<file path="config.mk">
export PLATFORM = sky130hd
export DESIGN_NAME = adcsp_core
export DESIGN_NICKNAME = d
export VERILOG_FILES = /design/src/adcsp_core.v /design/src/adcsp_fifo.v /design/src/adcsp_ready.v
export VERILOG_INCLUDE_DIRS = /design/src
export SDC_FILE = /design/constraint.sdc
export NUM_CORES = 1
export LEC_CHECK = 0
export ABC_AREA = 1
export BUFFER_PORTS_ARGS = -buffer_cell sky130_fd_sc_hd__buf_2
export CAP_MARGIN = 20
export CORE_MARGIN = 4
export CORE_UTILIZATION = 61
export DETAILED_ROUTE_END_ITERATION = 6
export PLACE_DENSITY = 0.82
export REMOVE_ABC_BUFFERS = 1
export SYNTH_ARGS = -nofsm -noshare
export SYNTH_HDL_FRONTEND = slang
export SYNTH_SLANG_ARGS = --single-unit
export TNS_END_PERCENT = 30
</file>
<file path="constraint.sdc">
create_clock -name sys_clk_i -period 6.8 [get_ports sys_clk_i]
set_input_delay 0 -clock sys_clk_i [delete_from_list [all_inputs] [get_ports sys_clk_i]]
set_output_delay 0 -clock sys_clk_i [all_outputs]
set_load 0.03 [all_outputs]
</file>
<file path="src/adcsp_defs.vh">
// adcsp_defs.vh - constants for the converter serial peripheral port
// assumes: included by adcsp_core and adcsp_ready; the fifo does not include it
`ifndef ADCSP_DEFS_VH
`define ADCSP_DEFS_VH

// word length select encodings
`define ADCSP_WL_16        2'h0
`define ADCSP_WL_24        2'h1
`define ADCSP_WL_32Z       2'h2
`define ADCSP_WL_32S       2'h3
`define ADCSP_WL_RESET     2'h1

// ready source select encodings
`define ADCSP_SRC_LAG      2'h0
`define ADCSP_SRC_ANY      2'h1

// oversampling ratio codes
`define ADCSP_OSR_64       3'h0
`define ADCSP_OSR_128      3'h1
`define ADCSP_OSR_256      3'h2
`define ADCSP_OSR_512      3'h3
`define ADCSP_OSR_1024     3'h4

// first-ready phase boundaries (10-bit two's complement)
`define ADCSP_BND_64       10'h00D
`define ADCSP_BND_128      10'h3ED
`define ADCSP_BND_256      10'h3AD
`define ADCSP_BND_512      10'h32D
`define ADCSP_BND_1024     10'h22D

// frame layout
`define ADCSP_NCH          4
`define ADCSP_FRAME_WORDS  6
`define ADCSP_CMD_WRITE    3'h3
`define ADCSP_CMD_READ     3'h5

// timeout: 2^15 master clock cycles
`define ADCSP_TIMEOUT_CYC  32768

// ready pulse width in system cycles
`define ADCSP_PULSE_CYC    3'h4

`endif

</file>
<file path="src/adcsp_core.v">
// adcsp_core.v - serial peripheral port of a four-channel converter
// assumes: serial clock, select and data-in are pins, sampled twice on
// sys_clk_i; conversion sets come from the converter core on sys_clk_i.
// How it works
// - mode 1, clock idles low, peripheral only
// - shift out on rise, capture on fall
// - select high: ignore clock, output floats
// - select rise restarts the frame
// - ready low on new data or detection
// - source select picks lagging, any, leading
// - global chop ignores source select
// - first ready delayed past phase boundary
// - open-drain option floats deasserted ready
// - level form: low until data out
// - pulse form: short low pulse
// - unread pulse skips the next result
// - no ready while data shifts out
// - word length 16, 24 or 32
// - timeout resets port after 2^15 clocks
// - first output word answers previous command
// - response, four channels, then check word
// - multi-read appends registers to response
// - multi-write lengthens frame per register
// - reset length 24, 16-bit words msb-aligned
// - 16 truncates, 32 pads or sign-extends
// - no-op answer is status with ready flags
`timescale 1ns/1ps
`include "adcsp_defs.vh"
module adcsp_core #(
  parameter TIMEOUT_CYC = `ADCSP_TIMEOUT_CYC,
  parameter FIFO_DEPTH  = 8
) (
  // clock and reset
  input  wire        sys_clk_i,
  input  wire        rst_n_i,
  // serial pins
  input  wire        sclk_i,
  input  wire        cs_n_i,
  input  wire        din_i,
  output wire        dout_o,
  output wire        dout_oe_o,
  // ready pin (open-drain capable)
  output wire        data_ready_n_o,
  output wire        data_ready_n_oe_o,
  // configuration
  input  wire [1:0]  word_length_select_i,
  input  wire [1:0]  ready_source_select_i,
  input  wire        ready_open_drain_select_i,
  input  wire        ready_pulse_format_i,
  input  wire        timeout_enable_i,
  input  wire        global_chop_i,
  input  wire        current_detect_i,
  input  wire [2:0]  oversampling_ratio_i,
  input  wire [9:0]  channel_phase_setting_i,
  input  wire        first_after_sync_i,
  // converter side
  input  wire [3:0]  chan_done_i,
  input  wire        lag_done_i,
  input  wire        lead_done_i,
  input  wire        detect_i,
  input  wire [95:0] conv_data_i,
  output wire        conv_ready_o,
  // command and answer side
  output reg  [15:0] cmd_o,
  output reg         cmd_valid_o,
  output reg  [15:0] wdata_o,
  output reg         wdata_valid_o,
  input  wire [15:0] response_i,
  input  wire [15:0] status_i,
  input  wire [15:0] read_word_i,
  input  wire [15:0] crc_i,
  output reg  [7:0]  extra_words_o
);
  // ---------------------------------------------------------------
  // pin synchronisers
  // ---------------------------------------------------------------
  reg  [1:0] sclk_s_reg;
  reg  [1:0] cs_s_reg;
  reg  [1:0] din_s_reg;
  reg        sclk_d_reg;
  reg        cs_d_reg;
  wire       sclk_rise;
  wire       sclk_fall;
  wire       cs_rise;
  wire       sel;

  always @(posedge sys_clk_i) begin
    if (!rst_n_i) begin
      sclk_s_reg <= 2'h0;
      cs_s_reg   <= 2'h3;
      din_s_reg  <= 2'h0;
      sclk_d_reg <= 1'b0;
      cs_d_reg   <= 1'b1;
    end else begin
      sclk_s_reg <= {sclk_s_reg[0], sclk_i};
      cs_s_reg   <= {cs_s_reg[0], cs_n_i};
      din_s_reg  <= {din_s_reg[0], din_i};
      sclk_d_reg <= sclk_s_reg[1];
      cs_d_reg   <= cs_s_reg[1];
    end
  end

  assign sel       = ~cs_s_reg[1];
  // clock activity counts only while selected
  assign sclk_rise = sel & sclk_s_reg[1] & ~sclk_d_reg;
  assign sclk_fall = sel & ~sclk_s_reg[1] & sclk_d_reg;
  assign cs_rise   = cs_s_reg[1] & ~cs_d_reg;

  // ---------------------------------------------------------------
  // word length helpers
  // ---------------------------------------------------------------
  function [5:0] wbits;
    input [1:0] wl;
    begin
      case (wl)
        `ADCSP_WL_16: wbits = 6'd16;
        `ADCSP_WL_24: wbits = 6'd24;
        default:      wbits = 6'd32;
      endcase
    end
  endfunction

  // 16-bit words msb-aligned in a 32-bit shift frame
  function [31:0] cword;
    input [15:0] w;
    begin
      cword = {w, 16'h0000};
    end
  endfunction

  function [31:0] dword;
    input [1:0]  wl;
    input [23:0] d;
    begin
      case (wl)
        `ADCSP_WL_16:  dword = {d[23:8], 16'h0000};
        `ADCSP_WL_24:  dword = {d, 8'h00};
        `ADCSP_WL_32Z: dword = {d, 8'h00};
        default:       dword = {{8{d[23]}}, d};
      endcase
    end
  endfunction

  // ---------------------------------------------------------------
  // conversion fifo
  // ---------------------------------------------------------------
  wire        new_set;
  wire        fifo_out_valid;
  wire [95:0] fifo_data;
  reg         pop_reg;
  reg  [95:0] frame_data_reg;

  adcsp_fifo #(
    .WIDTH       (96),
    .DEPTH       (FIFO_DEPTH),
    .AW          (3)
  ) u_fifo (
    .sys_clk_i   (sys_clk_i),
    .rst_n_i     (rst_n_i),
    .in_valid_i  (new_set),
    .in_ready_o  (conv_ready_o),
    .in_data_i   (conv_data_i),
    .out_valid_o (fifo_out_valid),
    .out_ready_i (pop_reg),
    .out_data_o  (fifo_data),
    .count_o     ()
  );

  // ---------------------------------------------------------------
  // ready source and first-ready boundary
  // ---------------------------------------------------------------
  reg  [9:0] bnd;
  reg        has_bnd;
  reg        src_evt;
  reg        hold_first_reg;
  wire       late_first;

  always @* begin
    has_bnd = 1'b1;
    case (oversampling_ratio_i)
      `ADCSP_OSR_64:   bnd = `ADCSP_BND_64;
      `ADCSP_OSR_128:  bnd = `ADCSP_BND_128;
      `ADCSP_OSR_256:  bnd = `ADCSP_BND_256;
      `ADCSP_OSR_512:  bnd = `ADCSP_BND_512;
      `ADCSP_OSR_1024: bnd = `ADCSP_BND_1024;
      default: begin
        bnd     = 10'h000;
        has_bnd = 1'b0;
      end
    endcase
    if (global_chop_i) begin
      src_evt = lag_done_i;
    end else begin
      case (ready_source_select_i)
        `ADCSP_SRC_LAG: src_evt = lag_done_i;
        `ADCSP_SRC_ANY: src_evt = |chan_done_i;
        default:        src_evt = lead_done_i;
      endcase
    end
  end

  // phase at or below the boundary: first result lands a period late
  assign late_first = has_bnd & ~($signed(channel_phase_setting_i) > $signed(bnd));

  always @(posedge sys_clk_i) begin
    if (!rst_n_i) begin
      hold_first_reg <= 1'b0;
    end else if (first_after_sync_i) begin
      hold_first_reg <= late_first & ~global_chop_i;
    end else if (src_evt) begin
      hold_first_reg <= 1'b0;
    end
  end

  assign new_set = src_evt & ~hold_first_reg & ~current_detect_i;

  // ---------------------------------------------------------------
  // frame engine
  // ---------------------------------------------------------------
  reg  [31:0] rx_reg;
  reg  [31:0] tx_reg;
  reg  [5:0]  bit_reg;
  reg  [7:0]  word_reg;
  reg  [7:0]  last_reg;
  reg         out_reg;
  reg         rd_op_reg;
  reg  [7:0]  rd_len_reg;
  reg         wr_op_reg;
  reg         done_reg;
  reg  [15:0] to_cnt_reg;
  reg         to_run_reg;
  wire [31:0] rx_next;
  wire        word_end;
  wire        to_hit;
  wire [15:0] rx_word;
  wire [15:0] ans_word;
  wire [7:0]  dat_first;
  wire [7:0]  tx_idx;
  reg  [31:0] tx_word;

  assign rx_next   = {rx_reg[30:0], din_s_reg[1]};
  assign word_end  = sclk_fall & (bit_reg == wbits(word_length_select_i) - 6'd1);
  assign rx_word   = rx_next[wbits(word_length_select_i)-1 -: 16];
  assign ans_word  = (cmd_o == 16'h0000) ? status_i : response_i;
  assign dat_first = rd_op_reg ? rd_len_reg + 8'h01 : 8'h01;
  assign tx_idx    = word_reg;
  assign to_hit    = timeout_enable_i & to_run_reg & (to_cnt_reg == TIMEOUT_CYC - 1);

  // word to load for the next slot in the frame
  always @* begin
    if (rd_op_reg && tx_idx <= rd_len_reg) begin
      tx_word = cword(read_word_i);
    end else if (tx_idx >= dat_first && tx_idx < dat_first + `ADCSP_NCH) begin
      case (tx_idx - dat_first)
        8'h00:   tx_word = dword(word_length_select_i, frame_data_reg[95:72]);
        8'h01:   tx_word = dword(word_length_select_i, frame_data_reg[71:48]);
        8'h02:   tx_word = dword(word_length_select_i, frame_data_reg[47:24]);
        default: tx_word = dword(word_length_select_i, frame_data_reg[23:0]);
      endcase
    end else begin
      tx_word = cword(crc_i);
    end
  end

  always @(posedge sys_clk_i) begin
    pop_reg       <= 1'b0;
    cmd_valid_o   <= 1'b0;
    wdata_valid_o <= 1'b0;
    done_reg      <= 1'b0;
    if (!rst_n_i || cs_rise || to_hit) begin
      rx_reg         <= 32'h0000_0000;
      tx_reg         <= 32'h0000_0000;
      bit_reg        <= 6'd0;
      word_reg       <= 8'h00;
      last_reg       <= 8'h05;
      // armed read count moves into the frame that starts now
      rd_op_reg      <= rst_n_i & (|extra_words_o);
      rd_len_reg     <= rst_n_i ? extra_words_o : 8'h00;
      extra_words_o  <= 8'h00;
      wr_op_reg      <= 1'b0;
      to_cnt_reg     <= 16'h0000;
      to_run_reg     <= 1'b0;
      if (!rst_n_i) begin
        // a cut frame leaves the output bit alone: no glitch on a selected pin
        out_reg        <= 1'b0;
        cmd_o          <= 16'h0000;
        wdata_o        <= 16'h0000;
        frame_data_reg <= 96'h0;
      end
    end else begin
      if (sclk_rise || sclk_fall) begin
        to_cnt_reg <= 16'h0000;
        to_run_reg <= 1'b1;
      end else if (to_run_reg && !to_hit) begin
        to_cnt_reg <= to_cnt_reg + 16'h0001;
      end
      if (sclk_rise) begin
        if (bit_reg == 6'd0 && word_reg == 8'h00) begin
          // first word: answer to previous frame's command
          tx_reg  <= cword(ans_word) << 1;
          out_reg <= ans_word[15];
          if (fifo_out_valid) begin
            frame_data_reg <= fifo_data;
            pop_reg        <= 1'b1;
          end
        end else if (bit_reg == 6'd0) begin
          tx_reg  <= tx_word << 1;
          out_reg <= tx_word[31];
        end else begin
          out_reg <= tx_reg[31];
          tx_reg  <= {tx_reg[30:0], 1'b0};
        end
      end
      if (sclk_fall) begin
        rx_reg  <= rx_next;
        bit_reg <= bit_reg + 6'd1;
      end
      if (word_end) begin
        bit_reg  <= 6'd0;
        word_reg <= word_reg + 8'h01;
        if (word_reg == 8'h00) begin
          cmd_o       <= rx_word;
          cmd_valid_o <= 1'b1;
          if (rx_word[15:13] == `ADCSP_CMD_WRITE) begin
            wr_op_reg <= 1'b1;
            last_reg  <= 8'h05 + {1'b0, rx_word[6:0]};
          end
        end else if (wr_op_reg && word_reg <= last_reg - 8'h04) begin
          wdata_o       <= rx_word;
          wdata_valid_o <= 1'b1;
        end
        if (word_reg == dat_first + `ADCSP_NCH - 8'h01) begin
          done_reg <= 1'b1;
        end
      end
      if (cmd_valid_o && cmd_o[15:13] == `ADCSP_CMD_READ && |cmd_o[6:0]) begin
        // multi-read armed: response words lengthen the following frame
        extra_words_o <= {1'b0, cmd_o[6:0]} + 8'h01;
      end
    end
  end

  // serial output floats whenever deselected
  assign dout_o    = out_reg;
  assign dout_oe_o = sel;

  // ---------------------------------------------------------------
  // ready pin
  // ---------------------------------------------------------------
  wire reading;
  assign reading = sel & (word_reg != 8'h00) & (word_reg < dat_first + `ADCSP_NCH);

  adcsp_ready u_ready (
    .sys_clk_i                 (sys_clk_i),
    .rst_n_i                   (rst_n_i),
    .ready_pulse_format_i      (ready_pulse_format_i),
    .ready_open_drain_select_i (ready_open_drain_select_i),
    .new_data_i                (new_set | (current_detect_i & detect_i)),
    .reading_i                 (reading),
    .data_done_i               (done_reg),
    .data_ready_n_o            (data_ready_n_o),
    .data_ready_n_oe_o         (data_ready_n_oe_o)
  );
endmodule

</file>
<file path="src/adcsp_fifo.v">
// adcsp_fifo.v - small synchronous fifo for conversion data sets
// assumes: one clock, synchronous active-low reset
`timescale 1ns/1ps
module adcsp_fifo #(
  parameter WIDTH = 96,
  parameter DEPTH = 8,
  parameter AW    = 3
) (
  // clock and reset
  input  wire             sys_clk_i,
  input  wire             rst_n_i,
  // fill side
  input  wire             in_valid_i,
  output wire             in_ready_o,
  input  wire [WIDTH-1:0] in_data_i,
  // drain side
  output wire             out_valid_o,
  input  wire             out_ready_i,
  output wire [WIDTH-1:0] out_data_o,
  // level
  output wire [AW:0]      count_o
);
  reg [WIDTH-1:0] mem_reg [0:DEPTH-1];
  reg [AW-1:0]    wr_reg;
  reg [AW-1:0]    rd_reg;
  reg [AW:0]      cnt_reg;
  wire            push;
  wire            pop;

  assign in_ready_o  = (cnt_reg != DEPTH[AW:0]);
  assign out_valid_o = (cnt_reg != {(AW+1){1'b0}});
  assign out_data_o  = mem_reg[rd_reg];
  assign count_o     = cnt_reg;
  assign push        = in_valid_i & in_ready_o;
  assign pop         = out_valid_o & out_ready_i;

  always @(posedge sys_clk_i) begin
    if (push) begin
      mem_reg[wr_reg] <= in_data_i;
    end
    if (!rst_n_i) begin
      wr_reg  <= {AW{1'b0}};
      rd_reg  <= {AW{1'b0}};
      cnt_reg <= {(AW+1){1'b0}};
    end else begin
      if (push) begin
        wr_reg <= (wr_reg == DEPTH[AW-1:0] - 1'b1) ? {AW{1'b0}} : wr_reg + 1'b1;
      end
      if (pop) begin
        rd_reg <= (rd_reg == DEPTH[AW-1:0] - 1'b1) ? {AW{1'b0}} : rd_reg + 1'b1;
      end
      cnt_reg <= cnt_reg + {{AW{1'b0}}, push} - {{AW{1'b0}}, pop};
    end
  end
endmodule

</file>
<file path="src/adcsp_ready.v">
// adcsp_ready.v - data-ready pin generator
// assumes: events arrive as one-cycle pulses on sys_clk_i
`timescale 1ns/1ps
`include "adcsp_defs.vh"
module adcsp_ready (
  // clock and reset
  input  wire       sys_clk_i,
  input  wire       rst_n_i,
  // configuration
  input  wire       ready_pulse_format_i,
  input  wire       ready_open_drain_select_i,
  // events
  input  wire       new_data_i,
  input  wire       reading_i,
  input  wire       data_done_i,
  // pin
  output wire       data_ready_n_o,
  output wire       data_ready_n_oe_o
);
  reg       low_reg;
  reg       skip_reg;
  reg [2:0] pw_reg;
  reg       unread_reg;

  always @(posedge sys_clk_i) begin
    if (!rst_n_i) begin
      low_reg    <= 1'b0;
      skip_reg   <= 1'b0;
      pw_reg     <= 3'h0;
      unread_reg <= 1'b0;
    end else if (ready_pulse_format_i) begin
      // pulse form: one short low pulse per set, none for a set that is skipped while one is unread
      if (pw_reg != 3'h0) begin
        pw_reg <= pw_reg - 3'h1;
      end
      low_reg <= (pw_reg > 3'h1);
      if (data_done_i) begin
        unread_reg <= 1'b0;
      end
      if (new_data_i && !reading_i) begin
        if (unread_reg && !skip_reg) begin
          skip_reg <= 1'b1;
        end else begin
          skip_reg   <= 1'b0;
          unread_reg <= 1'b1;
          pw_reg     <= `ADCSP_PULSE_CYC;
          low_reg    <= 1'b1;
        end
      end
    end else begin
      // level form: low until the last data word leaves
      pw_reg     <= 3'h0;
      skip_reg   <= 1'b0;
      unread_reg <= 1'b0;
      if (new_data_i && !reading_i) begin
        low_reg <= 1'b1;
      end else if (data_done_i) begin
        low_reg <= 1'b0;
      end
    end
  end

  assign data_ready_n_o    = ~low_reg;
  assign data_ready_n_oe_o = low_reg | ~ready_open_drain_select_i;
endmodule

</file>
# Word-level counts from Yosys, hierarchy flattened
# Memory sizes are Yosys's and may differ from the RTL's. A register that Yosys moved wholly into a read port is not among the register bits.
# Cells that the tools add are included.
[classes]
order_cmp = 6
add_sub_neg = 17
eq_ne = 19
n_bitwise = 33
shift = 1
muxes = 58
n_reduce_logical = 50
[op_table]
columns = ["cell", "count"]
rows = [
  ["96-bit 2-to-1 mux", 5],
  ["31-bit case mux with 2 select lines", 4],
  ["16-bit 2-to-1 mux", 9],
  ["32-bit 2-to-1 mux", 4],
  ["32-bit case mux with 3 select lines", 1],
  ["10-bit case mux with 5 select lines", 1],
  ["47-bit by 33-bit indexed part select with 16-bit output", 1],
  ["8-bit by 32-bit equality test with 1-bit output", 1],
  ["8-bit by 32-bit less-than comparator with 1-bit output", 1],
  ["1-bit 2-to-1 mux", 24],
  ["3-bit 2-to-1 mux", 7],
  ["1-bit bitwise AND", 18],
  ["16-bit by 1-bit adder with 16-bit output (second input constant)", 1],
  ["8-bit by 1-bit adder with 8-bit output (second input constant)", 2],
  ["16-bit by 15-bit equality test with 1-bit output (second input constant)", 1],
  ["8-bit less-or-equal comparator", 2],
  ["16-bit logical NOT", 1],
  ["8-bit logical NOT", 2],
  ["2-bit nonzero test", 7],
  ["1-bit inverter", 13],
  ["3-bit equality test (second input constant)", 4],
  ["6-bit case mux with 2 select lines", 1],
  ["10-bit greater-than comparator", 1],
  ["9-bit by 1-bit subtractor with 10-bit output (second input constant)", 1],
  ["44 further kinds", 72],
]
[word_totals]
ramBits = 768
memories = 1
ff_bits = 278
input_bits = 195
wordCells = 217
[mem_list]
columns = ["memory", "words", "width", "read_ports", "rd_ports_with_merged_regs", "write_ports", "line_no", "source"]
rows = [
  ["u_fifo.mem_reg", 8, 96, 1, 1, 1, "adcsp_fifo.v:23", "reg [WIDTH-1:0] mem_reg [0:DEPTH-1];"],
]

# Depth between registers and ports, before layout
# Gate-level depths: netlist of run 1.
[depth]
word_depth = 11
ltp_mapped = 27
mapped_depth_nobuf = 26

# Cells and area by module
# From an unflattened synthesis of run 1, not the netlist that was laid out.
[unflattened]
hier_cells = 5760
area_unflattened_um2 = 50608.5
[modules_own_cells]
columns = ["module", "n_inst", "cells_each", "area_each_um2", "seq_area_each_um2"]
rows = [
  ["adcsp_fifo", 1, 3417, 34182.8, 23322.4],
  ["adcsp_core", 1, 2294, 16092.9, 6606.3],
  ["adcsp_ready", 1, 49, 332.8, 120.1],
]

# Least setup slack after synthesis of run 1
# OpenSTA, ideal clock, no wires.
[synth_timing]
kind = "reg2reg"
startpoint = "register u_fifo.cnt_reg[2] (netlist: u_fifo.count_o[2])"
endpoint = "memory u_fifo.mem_reg[1][0], enable pin"
stages_incl_launch_ff = 8
arrival_ns = 5.263
t_required_ns = 6.249
setup_slack_ns = 0.986
path_cell_list = "dfxtp_1 -> inv_1 -> ha_1 -> nand3_1 -> nand4_1 -> inv_1 -> nand2_1 -> nor2_1"
[synth_via]
elab_chain_cells = 4
[synth_lines]
columns = ["element", "line_no", "source"]
rows = [
  ["from (decl)", "adcsp_fifo.v:26", "reg [AW:0] cnt_reg;"],
  ["from (signal assigned)", "adcsp_fifo.v:44", "cnt_reg <= {(AW+1){1'b0}};"],
  ["from (signal assigned)", "adcsp_fifo.v:52", "cnt_reg <= cnt_reg + {{AW{1'b0}}, push} - {{AW{1'b0}}, pop};"],
  ["4-bit != test", "adcsp_fifo.v:30", "assign in_ready_o = (cnt_reg != DEPTH[AW:0]);"],
  ["net conv_ready_o", "adcsp_core.v:62", "output wire conv_ready_o,"],
  ["1-bit bitwise AND", "adcsp_fifo.v:34", "assign push = in_valid_i & in_ready_o;"],
  ["net u_fifo.push", "adcsp_fifo.v:27", "wire push;"],
  ["1-bit 2-to-1 mux", "adcsp_fifo.v:38", "if (push) begin"],
  ["1-bit 2-to-1 mux (not written as such)", "adcsp_fifo.v:39", "mem_reg[wr_reg] <= in_data_i;"],
  ["to (decl)", "adcsp_fifo.v:23", ""],
]
# The timed path passes the listed nets, and every way through them passes these cells.

# Worst setup path after layout of run 1
[layout_timing]
startpoint = "register rd_len_reg[0]"
endpoint = "register tx_reg[31]"
[layout_via]
elab_chain_cells = 9
elab_cells_between_ends = 17
cone_classes = "add/sub: 3; order compare: 3; eq/ne: 2; mux: 6; reduce/logical: 3"
[layout_lines]
columns = ["element", "line_no", "source"]
rows = [
  ["from (decl)", "adcsp_core.v:227", "reg [7:0] rd_len_reg;"],
  ["from (signal assigned)", "adcsp_core.v:278", "rd_len_reg <= rst_n_i ? extra_words_o : 8'h00;"],
  ["8-bit by 1-bit adder with 8-bit output", "adcsp_core.v:245", "assign dat_first = rd_op_reg ? rd_len_reg + 8'h01 : 8'h01;"],
  ["8-bit 2-to-1 mux", "adcsp_core.v:245", ""],
  ["8-bit by 3-bit adder with 9-bit output (no source line) / 8-bit subtractor (equally long branches)", "-", ""],
  ["8-bit by 32-bit less-than comparator with 1-bit output (no source line) (tied with other cells)", "-", ""],
  ["1-bit logical AND (no source line) / 32-bit case mux with 3 select lines (equally long branches)", "-", ""],
  ["32-bit 2-to-1 mux", "adcsp_core.v:253", "end else if (tx_idx >= dat_first && tx_idx < dat_first + `ADCSP_NCH) begin"],
  ["32-bit 2-to-1 mux *", "adcsp_core.v:251", "if (rd_op_reg && tx_idx <= rd_len_reg) begin"],
  ["32-bit 2-to-1 mux *", "adcsp_core.v:306", "end else if (bit_reg == 6'd0) begin"],
  ["32-bit 2-to-1 mux *", "adcsp_core.v:298", "if (bit_reg == 6'd0 && word_reg == 8'h00) begin"],
  ["to (signal assigned)", "adcsp_core.v:300", "tx_reg <= cword(ans_word) << 1;"],
  ["to (signal assigned)", "adcsp_core.v:307", "tx_reg <= tx_word << 1;"],
  ["to (signal assigned)", "adcsp_core.v:311", "tx_reg <= {tx_reg[30:0], 1'b0};"],
  ["to (decl)", "adcsp_core.v:221", "reg [31:0] tx_reg;"],
]
# Every way passes the cells marked *; elsewhere a longest branch is shown, timed or not.
# A chain may end at the register's enable or synchronous reset.

==> impl_metrics.tcl, run 1 <==
set metrics [dict create \
    pwr-share-comb 0.065 \
    overflow 0 \
    r2r_slack_ns 1.51 \
    synth_cells 4351 \
    path_max_fanout 37 \
    root_buffer "clkbuf_16" \
    antenna_found_initial 7 \
    power.density_mw_per_mm2 256 \
    cts_sinks 1048 \
    placed_area_mm2 0.0478 \
    yosys_warnings 0 \
    drv_cap 0 \
    htree_num_levels 3 \
    largest_reg_flops 768 \
    first_iter_violations 4176 \
    cpPeakStageDelay_ns 0.58 \
    clkLatencyLatePin_ns 0.70 \
    p_switching_mw 3.06 \
    p_int_mw 10.4 \
    ys_seq_elements 1048 \
    synth_area_mm2 0.0459 \
    outcome "finished clean" \
    min_period_over_period 0.778 \
    ir_drop_mv 0.283 \
    numPortBuffers 241 \
    hold_viol 0 \
    timing.final.crit_period_ns 5.29 \
    hold_path.class "in2reg" \
    post_cts_buffers 0 \
    grt_pass1_vias 32400 \
    grt_first_pass_wirelength_mm 179 \
    fin_skew_ns 0.0331 \
    yosysUniqueCellTypes 53 \
    place_congestion 1.01 \
    final_area_mm2 0.0526 \
    p_leak_nw 19.4 \
    synthSimpleGateAreaFrac 0.159 \
    ctsHoldBuffers 158 \
    yosysSeqAreaShare 0.654 \
    wire_per_inst_um 20.9 \
    cpMostUsedCell "nand2_1" \
    setup_violations 0 \
    dr.pass1.iters 6 \
    synth_mux_area_frac 0 \
    sequentialPowerShare 0.542 \
    crit_slowest_cell "dlygate4sd3_1" \
    layout_commonest_cell "edfxtp_1" \
    hpwl_mm 68.5 \
    startpoint_type "flip-flop" \
    avgSynthCellArea_um2 10.6 \
    async_reset_ff_frac 0 \
    grt_max_degree 171 \
    drive_gt1_frac 0.110 \
    multiInputGateArea_mm2 0.0140 \
    ant_nets 0 \
    max_freq_ghz 0.189 \
    die-area_mm2 0.0797 \
    core-area_mm2 0.0746 \
    final_nets 4899 \
    synth_compound_area_frac 0.120 \
    worstPathArrival_ns 5.88 \
    synth_flop_cell "edfxtp_1" \
    viasPerCell 6.04 \
    p_clk_frac 0.394 \
    fillCellCount 5064 \
    mostFrequentLayoutCells "edfxtp_1, nand2_1, nor2_1" \
    drt-total-wl_mm 119 \
    cts_tree "built" \
    vias 34400 \
    worst_pin_slew_ns 1.03 \
    power_switching_share 0.227 \
    critical_path_class "reg2reg" \
    max_slew_margin 0.311 \
    endpoint_kind "flip-flop" \
    seq_area_mm2 0.0301 \
    io-pin-count 242 \
    slew_viol_final 0 \
    start_util 0.616 \
    drcViolationCount 0 \
    synth_fa_ha_area_frac 0.0189 \
    areaGrowthSynthToFinish_pct 14.5 \
    fp.dieW_um 282 \
    worstPathRequired_ns 7.39 \
    synth_top_family_by_area "simple AND/OR/NAND/NOR gates" \
    final_core_util 0.705 \
    whs_ns 0.00935 \
    clockBufferDepth 3 \
    fin_total_pwr_mw 13.5 \
    grt_usage 0.291 \
    synth_xor_area_frac 0.00531 \
    rsz0062_at_grt "no" \
    ctsResizeCount 0 \
    cts_buffers 99 \
    die_h_um 282 \
    rows 100 \
    cts.reportedPaths.clkPinSlew_ns 0.06 \
    synth_edf_count 906 \
]
[critical path, delay by kind of cell (launching register included)]
kind,cells,cell delay [ns]
AO/OA/AOI/OAI,2,0.24
flip-flops,1,0.46
adder cells (fa/ha/maj),2,0.62
buffers and inverters,6,1.52
AND/OR/NAND/NOR,18,2.34
[cell families after synthesis]
| kind of cell | after synthesis |
|---|---|
| adder cells (fa/ha/maj) | 68 |
| AND/OR/NAND/NOR | 1796 |
| buffers and inverters | 505 |
| XOR/XNOR | 27 |
| AO/OA/AOI/OAI | 907 |
| flip-flops | 1048 |
[path summary, 6_finish.rpt]
check / start / to / cells past startpoint
max: rd_len_reg[0] / tx_reg[31] / 28
min: current_detect_i / u_fifo.wr_reg[1] / 4
max reg2reg: rd_len_reg[0] / tx_reg[31] / 28
min reg2reg: din_s_reg[0] / din_s_reg[1] / 2
[per-layer routing]
metal | routed length [µm] | up-vias | track usage | part of all wire
li1 | - | 15800 | - | -
met2 | 57200 | 2034 | 0.478 | 0.48
met1 | 45200 | 16200 | 0.385 | 0.38
met3 | 11800 | 294 | 0.0520 | 0.099
met5 | 13 | - | 0 | 0.00011
met4 | 4560 | 2 | 0.127 | 0.038
[power by group through the flow]
stage | Combinational, mW | Sequential (mW) | Clock, mW
floorplan | 0.425 | 7.43 | 0
global placement | 0.765 | 7.43 | 0
detailed placement | 0.777 | 7.43 | 0
CTS | 0.851 | 7.29 | 5.35
global route | 0.948 | 7.30 | 5.65
finish | 0.870 | 7.30 | 5.31
[cells in the mapped netlist (all sizes together), types with 3 or more instances]
master  count  area share
nand3     115       0.015
a211oi     10      0.0016
a22oi      11      0.0018
nor3b       3     0.00049
edfxtp    906        0.59
nand2     798       0.066
clkinv      6     0.00049
dfxtp     142       0.062
o21ai     380       0.042
nor3       28      0.0033
o211ai      7      0.0011
nand3b      6     0.00098
o32ai     192       0.037
xor2       21      0.0042
nand4      25      0.0034
nor2      792       0.066
a21oi     281       0.032
buf        47      0.0056
o21a        9      0.0015
inv       246       0.020
a22o        4     0.00076
a31oi       4     0.00054
ha         66       0.018
xnor2       6      0.0011
nor4       12      0.0016
clkbuf    206       0.017
or2        14      0.0019
[area by class of cell]
cell class,count,share of cell area
Tap cell,969,0.0231
Antenna cell,7,0.000333
Sequential cell,1048,0.572
Timing Repair Buffer,437,0.0615
Multi-Input combinational cell,2798,0.266
Inverter,252,0.0183
Clock inverter,48,0.00845
Clock buffer,134,0.0509
[metrics by stage]
step | setup TNS (ns) | worst slack (ns) | std cells
6_report | 0 | 1.51 | 5693
5_1_grt | 0 | 1.06 | 5690
4_1_cts | 0 | 1.62 | 5685
3_5_place_dp | 0 | 2.70 | 5345
3_3_place_gp | 0 | 2.81 | 5345
2_1_floorplan | -939.87 | -8.81 | 4098
(Power assumes the default switching activity.)
==> run 2: changes to the inputs <==
--- a/config.mk
+++ b/config.mk
@@ -10,9 +10,9 @@
 export BUFFER_PORTS_ARGS = -buffer_cell sky130_fd_sc_hd__buf_2
 export CAP_MARGIN = 20
 export CORE_MARGIN = 4
-export CORE_UTILIZATION = 61
+export CORE_UTILIZATION = 55
 export DETAILED_ROUTE_END_ITERATION = 6
-export PLACE_DENSITY = 0.82
+export PLACE_DENSITY = 0.78
 export REMOVE_ABC_BUFFERS = 1
 export SYNTH_ARGS = -nofsm -noshare
 export SYNTH_HDL_FRONTEND = slang
==> constraint.sdc (replaced) <==
create_clock -name sys_clk_i -period 4.75 [get_ports sys_clk_i]
set_input_delay 0 -clock sys_clk_i [delete_from_list [all_inputs] [get_ports sys_clk_i]]
set_output_delay 0 -clock sys_clk_i [all_outputs]
set_load 0.03 [all_outputs]
==> run 2 against run 1 <==
Effect of this change:
- the run now ends with DRC left
- cell count is 2.8% higher
- critical path type unchanged
- flip-flop and latch count did not move
- critical endpoint is now tx_reg[26]
- critical path depth down 2
- first-iteration DRC count about the same
- largest power group unchanged
- highest routed layer unchanged
- sequential power grew 44%
- utilization decreased by 5.4 points
- register-to-register slack lost 1.1 ns
- clock skew grew 0.013 ns
- via count up 0.31%
- global-route usage shrank 2.3 points
==> impl_metrics.tcl, run 2 (synthesis results as in run 1) <==
set metrics [dict create \
    layout_commonest_cell "edfxtp_1" \
    min_period_over_period 0.922 \
    worstPathArrival_ns 4.97 \
    hold_viol 0 \
    ant_nets 0 \
    timing.final.crit_period_ns 4.38 \
    viasPerCell 5.89 \
    grt_usage 0.268 \
    slew_viol_final 0 \
    io-pin-count 242 \
    core-area_mm2 0.0824 \
    hpwl_mm 72.4 \
    max_slew_margin 0.234 \
    first_iter_violations 4175 \
    rows 105 \
    hold_path.class "in2reg" \
    dr.pass1.iters 7 \
    final_nets 4946 \
    path_max_fanout 27 \
    cts_buffers 103 \
    drv_cap 0 \
    areaGrowthSynthToFinish_pct 16.7 \
    cpPeakStageDelay_ns 0.58 \
    ir_drop_mv 0.351 \
    final_core_util 0.651 \
    cts_tree "built" \
    fillCellCount 6030 \
    rsz0062_at_grt "no" \
    vias 34500 \
    endpoint_kind "flip-flop" \
    htree_num_levels 3 \
    root_buffer "clkbuf_16" \
    drcViolationCount 1 \
    antenna_found_initial 11 \
    power.density_mw_per_mm2 375 \
    wire_per_inst_um 20.8 \
    max_freq_ghz 0.228 \
    clockBufferDepth 3 \
    fin_skew_ns 0.0457 \
    die_h_um 297 \
    cpMostUsedCell "nand2_1" \
    worst_pin_slew_ns 1.15 \
    post-place-ws_ns 0.587 \
    startpoint_type "flip-flop" \
    violations "DRC" \
    drt-total-wl_mm 121 \
    cts_sinks 1048 \
    fp.dieW_um 297 \
    largest_reg_flops 768 \
    overflow 0 \
    place_congestion 0.950 \
    numPortBuffers 241 \
    grt_pass1_vias 33000 \
    grt_first_pass_wirelength_mm 187 \
    p_leak_nw 19.8 \
    crit_slowest_cell "dlygate4sd3_1" \
    setup_violations 0 \
    grt_max_degree 161 \
    cts.reportedPaths.clkPinSlew_ns 0.06 \
    start_util 0.557 \
    worstPathRequired_ns 5.34 \
    whs_ns 0.112 \
    fin_ws_ns 0.371 \
    drive_gt1_frac 0.119 \
    clkLatencyLatePin_ns 0.70 \
    outcome "finished with violations" \
    mostFrequentLayoutCells "edfxtp_1, nand2_1, nor2_1" \
    critical_path_class "reg2reg" \
    die-area_mm2 0.0882 \
]
run 2: cell count changes in the layout (fill, tap and decap cells not counted), sizes merged, moves of 3 or more:
cell and delta:
buf +26, dlygate4sd3 +15, clkbuf -11, bufinv +10, clkinv +8, clkinvlp +5, diode +3
run 2: routing by layer:
layer  share of wire  GRT usage  up-vias
met5        0.000058          0        -
met4           0.041      0.111        2
met3           0.094     0.0419      322
met2            0.47      0.440     1807
met1            0.39      0.359    16400
li1                -          -    15900
run 2: worst paths after layout:
| check | start | endpoint | slack (ns) | depth (start not counted) |
|---|---|---|---|---|
| worst min-delay path | conv_data_i[83] | u_fifo.mem_reg[5][83] | 0.11 | 2 |
| worst max-delay path | rd_len_reg[0] | tx_reg[26] | 0.37 | 26 |
| worst min register to register | cs_s_reg[0] | cs_s_reg[1] | 0.42 | 1 |
| worst max register to register | rd_len_reg[0] | tx_reg[26] | 0.37 | 26 |
run 2: timing repair:
item	4_1_cts	5_1_grt
hold buffers	173	0
setup buffers	0	0
resized for setup	0	4
endpoints found under the hold margin	821	0
setup endpoints to repair	0	9
run 2: through the flow:
| stage | cells | area [µm²] | power (mW) | TNS, ns |
|---|---|---|---|---|
| after floorplan | 4098 | 44900 | 11.2 | -2203.05 |
| after global placement | 5472 | 48300 | 11.8 | 0 |
| after detailed placement | 5472 | 48300 | 11.8 | 0 |
| after CTS | 5838 | 53500 | 20.1 | 0 |
| after global routing | 5845 | 53600 | 20.7 | 0 |
| final | 5851 | 53600 | 20.1 | 0 |
run 2: area by class of cell:
type | instances | area, µm² | area share
Clock buffer | 122 | 2660 | 0.0496
Multi-Input combinational cell | 2799 | 14000 | 0.261
Sequential cell | 1048 | 30100 | 0.561
Antenna cell | 10 | 25.0 | 0.000467
Tap cell | 1070 | 1340 | 0.0250
Clock inverter | 71 | 861 | 0.0161
Timing Repair Buffer | 479 | 3700 | 0.0690
Inverter | 252 | 965 | 0.0180
run 2: critical path: cells and delay by family, from the launching register on:
kind | cells | cell delay [ns]
AO/OA/AOI/OAI | 2 | 0.30
adder cells (fa/ha/maj) | 2 | 0.63
flip-flops | 1 | 0.46
AND/OR/NAND/NOR | 18 | 2.10
buffers and inverters | 4 | 0.78
run 2: power breakdown:
group / switching [mW] / internal (mW)
Sequential: 0.141 / 10.3
Clock: 3.56 / 4.82
Combinational: 0.850 / 0.421
Total: 4.55 / 15.6
